--- config.mk ---
export PLATFORM = sky130hd
export DESIGN_NAME = tos_trip_output_sequencer
export DESIGN_NICKNAME = d
export VERILOG_FILES = /design/src/verilog/tos_sample_tick.v /design/src/verilog/tos_trip_logic.v /design/src/verilog/tos_trip_output_sequencer.v
export VERILOG_INCLUDE_DIRS = /design/src /design/src/verilog
export SDC_FILE = /design/constraint.sdc
export NUM_CORES = 1
export LEC_CHECK = 0
export BUFFER_PORTS_ARGS = -buffer_cell sky130_fd_sc_hd__clkbuf_2
export CAP_MARGIN = 20
export CORE_ASPECT_RATIO = 1.25
export CORE_UTILIZATION = 50
export DETAILED_ROUTE_END_ITERATION = 10
export PLACE_DENSITY = 0.69
export SLEW_MARGIN = 15
export SYNTH_ARGS = -nofsm -noshare
export SYNTH_HDL_FRONTEND = slang
export SYNTH_SLANG_ARGS = --single-unit
export TNS_END_PERCENT = 5
--- constraint.sdc ---
create_clock -name REF_CLK_I -period 2.6 [get_ports REF_CLK_I]
set_input_delay 0.26 -clock REF_CLK_I [delete_from_list [all_inputs] [get_ports REF_CLK_I]]
set_output_delay 0.26 -clock REF_CLK_I [all_outputs]
set_load 0.1 [all_outputs]
--- src/verilog/tos_defines.vh ---
// constants for the trip output sequencer
`ifndef TOS_DEFINES_VH
`define TOS_DEFINES_VH
`define TOS_CLK_HZ 125000000
`define TOS_SAMPLE_US 1000
`define TOS_PREP_TIMEOUT_MS 50
`define TOS_SAMPLE_CYC ((`TOS_CLK_HZ / 1000000) * `TOS_SAMPLE_US)
`define TOS_PREP_TIMEOUT_TICKS (`TOS_PREP_TIMEOUT_MS * 1000 / `TOS_SAMPLE_US)
`define TOS_STRETCH_TICKS 100
`define TOS_CH_ST_IDLE 2'b00
`define TOS_CH_ST_PREP 2'b01
`define TOS_CH_ST_FIRE 2'b10
`define TOS_MODE_FAST 2'b00
`define TOS_MODE_USER 2'b01
`define TOS_MODE_FASTL1 2'b10
`define TOS_MODE_SIGNAL 2'b11
`endif

--- src/verilog/tos_sample_tick.v ---
// sampling cycle tick generator, one pulse per sampling period
`include "tos_defines.vh"
module tos_sample_tick #(
	parameter PERIOD = `TOS_SAMPLE_CYC
) (
	input wire clk_i,
	input wire rst_i,
	output reg tick_o
);
	reg [31:0] cnt; // cycles into the current sample period
	// free running divider; tick is registered, so it is high in the first cycle of each period, while cnt is 0
	always @(posedge clk_i) begin
		if (rst_i) begin
			cnt <= 32'h0;
			tick_o <= 1'b0;
		end else if (cnt == PERIOD - 1) begin
			cnt <= 32'h0;
			tick_o <= 1'b1;
		end else begin
			cnt <= cnt + 32'h1;
			tick_o <= 1'b0;
		end
	end
endmodule // tos_sample_tick

--- src/verilog/tos_trip_logic.v ---
// trip logic: phase widening and minimum pulse stretch, in sample ticks
`include "tos_defines.vh"
module tos_trip_logic #(
	parameter STRETCH = `TOS_STRETCH_TICKS
) (
	input wire clk_i,
	input wire rst_i,
	input wire tick_i,
	input wire [2:0] phase_req_i,
	input wire three_ph_req_i,
	input wire widen_en_i,
	output reg [2:0] trip_o
);
	reg [15:0] cnt; // ticks left of stretch
	reg [2:0] held; // phases held during stretch
	reg [2:0] want; // widened request
	reg multi; // two or more phases asked
	// a phase-to-phase fault touches two phases, so treat it as three-phase
	always @* begin
		multi = (phase_req_i[0] & phase_req_i[1]) | (phase_req_i[1] & phase_req_i[2])
			| (phase_req_i[0] & phase_req_i[2]);
		want = phase_req_i; // default: pass through
		if (three_ph_req_i | (widen_en_i & multi)) begin
			want = 3'h7;
		end
	end
	// stretch restarts while request stands; only counted on sample ticks
	always @(posedge clk_i) begin
		if (rst_i) begin
			cnt <= 16'h0;
			held <= 3'h0;
			trip_o <= 3'h0;
		end else if (tick_i) begin
			if (want != 3'h0) begin
				held <= held | want;
				cnt <= STRETCH[15:0];
				trip_o <= held | want;
			end else if (cnt > 16'h1) begin
				cnt <= cnt - 16'h1;
				trip_o <= held;
			end else begin
				cnt <= 16'h0;
				held <= 3'h0;
				trip_o <= 3'h0;
			end
		end
	end
endmodule // tos_trip_logic

--- src/verilog/tos_trip_output_sequencer.v ---
// trip output sequencer: two-step drive of mechanical contact and fast switch
// Notes on behaviour
// - contact and switch in series per output
// - prepare first, then fire; the code closes both in one step on a protection trip or a direct command
// - threshold violation closes mechanical contact
// - trip decision closes electronic switch
// - preparation without trip reopens after 50 ms
// - fast logic evaluated each 1 ms sample
// - all contact sources ORed per output
// - phase-to-phase request widened to three-phase
// - trip stretched to configurable minimum length
// - sources: protection, scada, panel, binary inputs
// - four modes: fast, user, fast L1, signal
// - only trip logic outputs assignable to trip contacts
`include "tos_defines.vh"
module tos_trip_output_sequencer #(
	parameter N_OUT = 4,
	parameter N_SIG = 4,
	parameter SAMPLE_CYC = `TOS_SAMPLE_CYC,
	parameter PREP_TICKS = `TOS_PREP_TIMEOUT_TICKS,
	parameter STRETCH_TICKS = `TOS_STRETCH_TICKS
) (
	input wire REF_CLK_I,
	input wire SYS_RST_I,
	input wire [N_OUT-1:0] PROT_PICKUP_I,
	input wire [N_OUT-1:0] PROT_TRIP_I,
	input wire [2:0] PHASE_REQ_I,
	input wire THREE_PH_REQ_I,
	input wire WIDEN_EN_I,
	input wire [3*N_OUT-1:0] TRIP_ASSIGN_I,
	input wire [N_OUT-1:0] SCADA_CMD_I,
	input wire [N_OUT-1:0] PANEL_CMD_I,
	input wire [N_OUT-1:0] BIN_IN_I,
	input wire [N_OUT-1:0] FAST_L1_I,
	input wire [N_SIG-1:0] SIG_CMD_I,
	output wire [N_OUT-1:0] MECH_CLOSE_O,
	output wire [N_OUT-1:0] SWITCH_CLOSE_O,
	output wire [N_OUT-1:0] COIL_ON_O,
	output reg [N_SIG-1:0] SIG_RELAY_O,
	output wire [N_OUT-1:0] PREP_TIMEOUT_O
);
	wire tick; // one pulse per sampling cycle
	wire [2:0] tl_trip; // trip logic outputs per phase
	reg [N_OUT-1:0] bin_s1; // pin synchroniser first stage
	reg [N_OUT-1:0] bin_s2; // second stage
	reg [N_OUT-1:0] bin_s3; // third stage
	reg [N_OUT-1:0] bin_q; // qualified binary input level

	tos_sample_tick #(
		.PERIOD(SAMPLE_CYC)
	) u_tick (
		.clk_i(REF_CLK_I),
		.rst_i(SYS_RST_I),
		.tick_o(tick)
	);

	tos_trip_logic #(
		.STRETCH(STRETCH_TICKS)
	) u_trip_logic (
		.clk_i(REF_CLK_I),
		.rst_i(SYS_RST_I),
		.tick_i(tick),
		.phase_req_i(PHASE_REQ_I),
		.three_ph_req_i(THREE_PH_REQ_I),
		.widen_en_i(WIDEN_EN_I),
		.trip_o(tl_trip)
	);

	// binary inputs come from pins; a change counts once stages two and three agree
	always @(posedge REF_CLK_I) begin
		if (SYS_RST_I) begin
			bin_s1 <= {N_OUT{1'b0}};
			bin_s2 <= {N_OUT{1'b0}};
			bin_s3 <= {N_OUT{1'b0}};
			bin_q <= {N_OUT{1'b0}};
		end else begin
			bin_s1 <= BIN_IN_I;
			bin_s2 <= bin_s1;
			bin_s3 <= bin_s2;
			bin_q <= (bin_s2 & bin_s3) | (bin_q & (bin_s2 | bin_s3));
		end
	end

	// ordinary signal relays: slow path, no sequencing, registered
	always @(posedge REF_CLK_I) begin
		if (SYS_RST_I) begin
			SIG_RELAY_O <= {N_SIG{1'b0}};
		end else begin
			SIG_RELAY_O <= SIG_CMD_I;
		end
	end

	genvar g;
	generate
		for (g = 0; g < N_OUT; g = g + 1) begin : g_ch
			reg [1:0] state; // idle, prepared or firing
			reg [15:0] prep_cnt; // sample ticks spent in preparation
			reg mech; // mechanical contact drive, one register per channel
			reg swc; // electronic switch drive
			reg tmo; // preparation timeout pulse, one clock long
			wire [2:0] sel; // trip assignment: bit k picks trip logic phase k
			wire tl_hit; // assigned trip logic output active
			wire user_cmd; // user-assigned sources, ORed
			wire direct_cmd; // one-step commands that drive both elements
			assign sel = TRIP_ASSIGN_I[3*g+2:3*g];
			// only trip logic outputs may be assigned, any phase to any contact
			assign tl_hit = |(sel & tl_trip);
			// scada, panel, binary inputs and trip logic share one OR gate
			assign user_cmd = tl_hit | SCADA_CMD_I[g] | PANEL_CMD_I[g] | bin_q[g];
			// fast L1 signals act in a single step, joined to the same OR
			assign direct_cmd = user_cmd | FAST_L1_I[g];

			// fast sequencing is only evaluated on the sampling tick
			// the timeout pulse is cleared every clock so it lasts one cycle only
			always @(posedge REF_CLK_I) begin
				if (SYS_RST_I) begin
					state <= `TOS_CH_ST_IDLE;
					prep_cnt <= 16'h0;
					mech <= 1'b0;
					swc <= 1'b0;
					tmo <= 1'b0;
				end else begin
					tmo <= 1'b0;
					if (tick) begin
						case (state)
							`TOS_CH_ST_IDLE: begin
								prep_cnt <= 16'h0;
								if (direct_cmd | PROT_TRIP_I[g]) begin
									// one-step sources close both at once
									state <= `TOS_CH_ST_FIRE;
									mech <= 1'b1;
									swc <= 1'b1;
								end else if (PROT_PICKUP_I[g]) begin
									state <= `TOS_CH_ST_PREP;
									mech <= 1'b1;
									swc <= 1'b0;
								end else begin
									mech <= 1'b0;
									swc <= 1'b0;
								end
							end
							`TOS_CH_ST_PREP: begin
								if (direct_cmd | PROT_TRIP_I[g]) begin
									state <= `TOS_CH_ST_FIRE;
									swc <= 1'b1;
								end else if (prep_cnt >= PREP_TICKS - 1) begin
									// rattling under test is expected: prep cycles at 50 ms
									state <= `TOS_CH_ST_IDLE;
									mech <= 1'b0;
									tmo <= 1'b1;
								end else begin
									prep_cnt <= prep_cnt + 16'h1;
								end
							end
							`TOS_CH_ST_FIRE: begin
								// holds while a protection trip or direct command stands, not on pickup alone; stretch lives in trip logic
								if (!(direct_cmd | PROT_TRIP_I[g])) begin
									state <= `TOS_CH_ST_IDLE;
									mech <= 1'b0;
									swc <= 1'b0;
								end
							end
							default: begin
								state <= `TOS_CH_ST_IDLE;
								mech <= 1'b0;
								swc <= 1'b0;
							end
						endcase
					end
				end
			end
			// each output bit has exactly one driver, its own channel
			assign MECH_CLOSE_O[g] = mech;
			assign SWITCH_CLOSE_O[g] = swc;
			assign PREP_TIMEOUT_O[g] = tmo;
			// coil current flows only through both series elements
			assign COIL_ON_O[g] = MECH_CLOSE_O[g] & SWITCH_CLOSE_O[g];
		end
	endgenerate
endmodule // tos_trip_output_sequencer

==> impl_metrics.json <==
{
  "layout-area-overhead-vs-synth_pct": 15.4,
  "power_density_of_the_placed_cells_mw_per_mm2": 640,
  "ys_ff_latch": 156,
  "number_of_synthesized_flops_with_an_enable_pin": 0,
  "post_route_cells_drive_above_1_share_pct": 15.5,
  "cts_setup_buffers": 0,
  "ir_drop_mv": 0.621,
  "final-setup-viol-count": 0,
  "hold_path_class": "primary input to register",
  "worstPathRequired_ps": 2960,
  "run_status": "complete, no violations",
  "grt_pass1_wl_mm": 24.7,
  "most-common-layout-cells": "sky130_fd_sc_hd__dfxtp_1, sky130_fd_sc_hd__nor2_1, sky130_fd_sc_hd__clkbuf_2",
  "hold_end": "SIG_RELAY_O[3]",
  "post-dp-hpwl_mm": 10.4,
  "finalNonFillerCells": 1008,
  "clkSinkCount": 156,
  "clock_latency_ps": 420,
  "clk_root_buffer_cell": "sky130_fd_sc_hd__clkbuf_16",
  "post-route-drc-count": 0,
  "num_antenna_cells": 0,
  "grt_usage_pct": 21.7,
  "globalRoute.totalOverflow": 0,
  "multi_input_comb_area_sq_mm": 0.00337,
  "timing.final.crit_share_pct": 90.4,
  "clockBufferDepth": 2,
  "drt-pass1-iter-count": 4,
  "synth_warnings": 0,
  "synth_sequential_area_ratio_pct": 46.0,
  "setup.worst_path.class": "register to register",
  "timing.rr.end": "g_ch[1].prep_cnt[2]",
  "critical_path.reg2reg.startpoint": "g_ch[1].prep_cnt[1]",
  "routabilityCongestion": 0.852,
  "fraction_of_registers_with_async_set_reset_pct": 0,
  "rsz0062_at_grt": "false",
  "cts-resized-gates": 0,
  "placement.io_buffers": 66,
  "fp.dieArea_sq_mm": 0.0141,
  "fp.coreArea_sq_mm": 0.0132,
  "first_global_vias": 5584,
  "start_kind": "register",
  "antenna_found_initial": 0,
  "report.final.hold_viol_count": 0,
  "path_max_fanout": 6,
  "cts_tree": "yes",
  "syn_area_sq_mm": 0.00679,
  "wl_per_cell_microns": 14.3,
  "hold_path_origin": "SIG_CMD_I[3]",
  "timing.max_cap.violations": 0,
  "reg2reg_slack_ps": 250,
  "final_common_cell": "sky130_fd_sc_hd__dfxtp_1",
  "setup.worst_path.end_class": "register",
  "achievable-frequency_mhz": 426,
  "totalWireLength_mm": 14.4,
  "skew_ps": 6.91,
  "drt_iter0_markers": 220,
  "syn_nets": 826,
  "power.static_leakage_nw": 2.87,
  "drtAntennaViolNets": 0,
  "netlist.top_cell.by_area": "sky130_fd_sc_hd__dfxtp_1",
  "synthTopCellsByArea": "sky130_fd_sc_hd__dfxtp_1, sky130_fd_sc_hd__and2_1, sky130_fd_sc_hd__xnor2_1",
  "row_count": 47,
  "numPlacedInstances": 976,
  "reg2regPathDepth": 7,
  "fraction_of_post_synthesis_cell_area_in_the_top_cell_type_by_area_pct": 46.0,
  "dp_slack_ps": 276,
  "synth_cell_type_count": 67,
  "post-route-min-period_ps": 2350,
  "ctsHoldBuffers": 0,
  "drt-vias-per-instance": 5.58,
  "maxSlewViolCount": 0,
  "num-nets-final": 886,
  "initial_core_util_pct": 51.3,
  "postLayoutCoreUtil_pct": 59.2,
  "storage_element_area_sq_mm": 0.00312,
  "post_synth_inst_count": 764,
  "avgSynthCellArea_sq_um": 8.89,
  "max_h_tree_level": 4,
  "clk_pin_slew_worst_paths_ps": 60,
  "final_critical_path_setup_slack_ps": 250,
  "worst-endpoint-arrival_ps": 2710,
  "cts_buffers": 17,
  "dr_total_vias": 5629,
  "timing.slew.headroom_pct": 53.5,
  "die_height_microns": 132,
  "die_x_microns": 106,
  "hold_path_depth": 2,
  "timing_worst_slew_pin_value_ps": 694,
  "fillers": 1170,
  "grt_start_max_net_pins": 33,
  "synth_top_flop_cell": "sky130_fd_sc_hd__dfxtp_1",
  "pin_count": 67,
  "fin_setup_tns_ps": 0
}
[routing by layer]
layer | GRT usage [%] | part of all wire, % | up-vias
met5 | 0 | 0 | -
met4 | 13.0 | 3.1 | 0
met3 | 4.84 | 4.1 | 36
met2 | 36.7 | 49 | 115
met1 | 24.7 | 44 | 2654
li1 | - | - | 2824
[cell usage after synthesis (5+ instances only)]
master	n
sky130_fd_sc_hd__a22oi_1	8
sky130_fd_sc_hd__nand3_1	28
sky130_fd_sc_hd__or3_1	7
sky130_fd_sc_hd__a31oi_1	13
sky130_fd_sc_hd__buf_4	13
sky130_fd_sc_hd__o21a_1	5
sky130_fd_sc_hd__nor2_1	72
sky130_fd_sc_hd__and2_1	47
sky130_fd_sc_hd__inv_1	24
sky130_fd_sc_hd__nor4_1	30
sky130_fd_sc_hd__and3_1	8
sky130_fd_sc_hd__nand2b_1	14
sky130_fd_sc_hd__mux2i_1	5
sky130_fd_sc_hd__nor3_1	28
sky130_fd_sc_hd__nand2_1	53
sky130_fd_sc_hd__nor2b_1	20
sky130_fd_sc_hd__xor2_1	6
sky130_fd_sc_hd__or4_1	5
sky130_fd_sc_hd__a21oi_1	34
sky130_fd_sc_hd__clkbuf_1	22
sky130_fd_sc_hd__nand4_1	16
sky130_fd_sc_hd__xnor2_1	33
sky130_fd_sc_hd__dfxtp_1	156
sky130_fd_sc_hd__o21ai_0	23
sky130_fd_sc_hd__o211ai_1	7
sky130_fd_sc_hd__ha_1	15
[worst max-delay path, cell delays in order, from the launching register on]
cell and delay [ps]:
sky130_fd_sc_hd__dfxtp_1 370, sky130_fd_sc_hd__inv_1 90, sky130_fd_sc_hd__ha_1 180, sky130_fd_sc_hd__nor4b_1 380, sky130_fd_sc_hd__o2111ai_1 240, sky130_fd_sc_hd__o21a_1 300
sky130_fd_sc_hd__or4b_2 650, sky130_fd_sc_hd__nand2_1 90
[logic make-up (layout without fill, tap and decap cells)]
| logic type | Yosys count | after routing | synth area share (%) |
|---|---|---|---|
| and+or+nand+nor | 353 | 353 | 28.0 |
| xor gates and xnor gates | 39 | 39 | 5.03 |
| DFF | 156 | 156 | 46.0 |
| buffers and inverters | 65 | 138 | 4.44 |
| muxes | 6 | 6 | 0.902 |
| AOI/OAI and AO/OA | 130 | 130 | 12.9 |
| adders and majority gates | 15 | 15 | 2.76 |
[state kept, by name, summed over array words and instances, names as in the netlist]
name,cells
g_ch.prep_cnt,64
u_tick.cnt,32
u_trip_logic.cnt,16
g_ch.state,8
SIG_RELAY_O,4
bin_q,4
bin_s1,4
bin_s2,4
bin_s3,4
g_ch.mech,4
g_ch.swc,4
g_ch.tmo,4
u_trip_logic.held,3
u_tick.tick_o,1
[per-stage QoR]
| step | cell area, sq um | hold slack, ps | total power, mW |
|---|---|---|---|
| floorplan | 6790 | 388 | 2.55 |
| global placement | 7250 | 430 | 2.62 |
| detailed placement | 7250 | 422 | 2.62 |
| CTS | 7840 | 29.1 | 5.08 |
| global route | 7840 | 46.5 | 5.19 |
| finish | 7840 | 46.0 | 5.02 |
[worst max path at each step]
stage,start,endpoint,depth (start not counted)
2_1_floorplan,g_ch[1].prep_cnt[1],g_ch[1].prep_cnt[2],7
3_3_place_gp,g_ch[1].prep_cnt[1],g_ch[1].prep_cnt[3],7
3_5_place_dp,g_ch[1].prep_cnt[1],g_ch[1].prep_cnt[2],7
4_1_cts,g_ch[1].prep_cnt[1],g_ch[1].prep_cnt[2],7
5_1_grt,g_ch[1].prep_cnt[1],g_ch[1].prep_cnt[3],7
6_report,g_ch[1].prep_cnt[1],g_ch[1].prep_cnt[2],7
[power by group]
group | switching, mW | internal, mW | leakage [nW]
Combinational | 0.101 | 0.0566 | 1.32
Sequential | 0.00842 | 2.40 | 1.26
Clock | 1.02 | 1.43 | 0.281
Total | 1.13 | 3.89 | 2.87
[layout make-up]
type	instances	area share (%)
clock inverter	15	2.08
multi-input combinational	543	43.0
tap	171	2.73
clock buffer	17	5.43
sequential	156	39.8
inverter	24	1.15
timing repair buffer	82	5.75
Power figures use the tool's default switching activity.
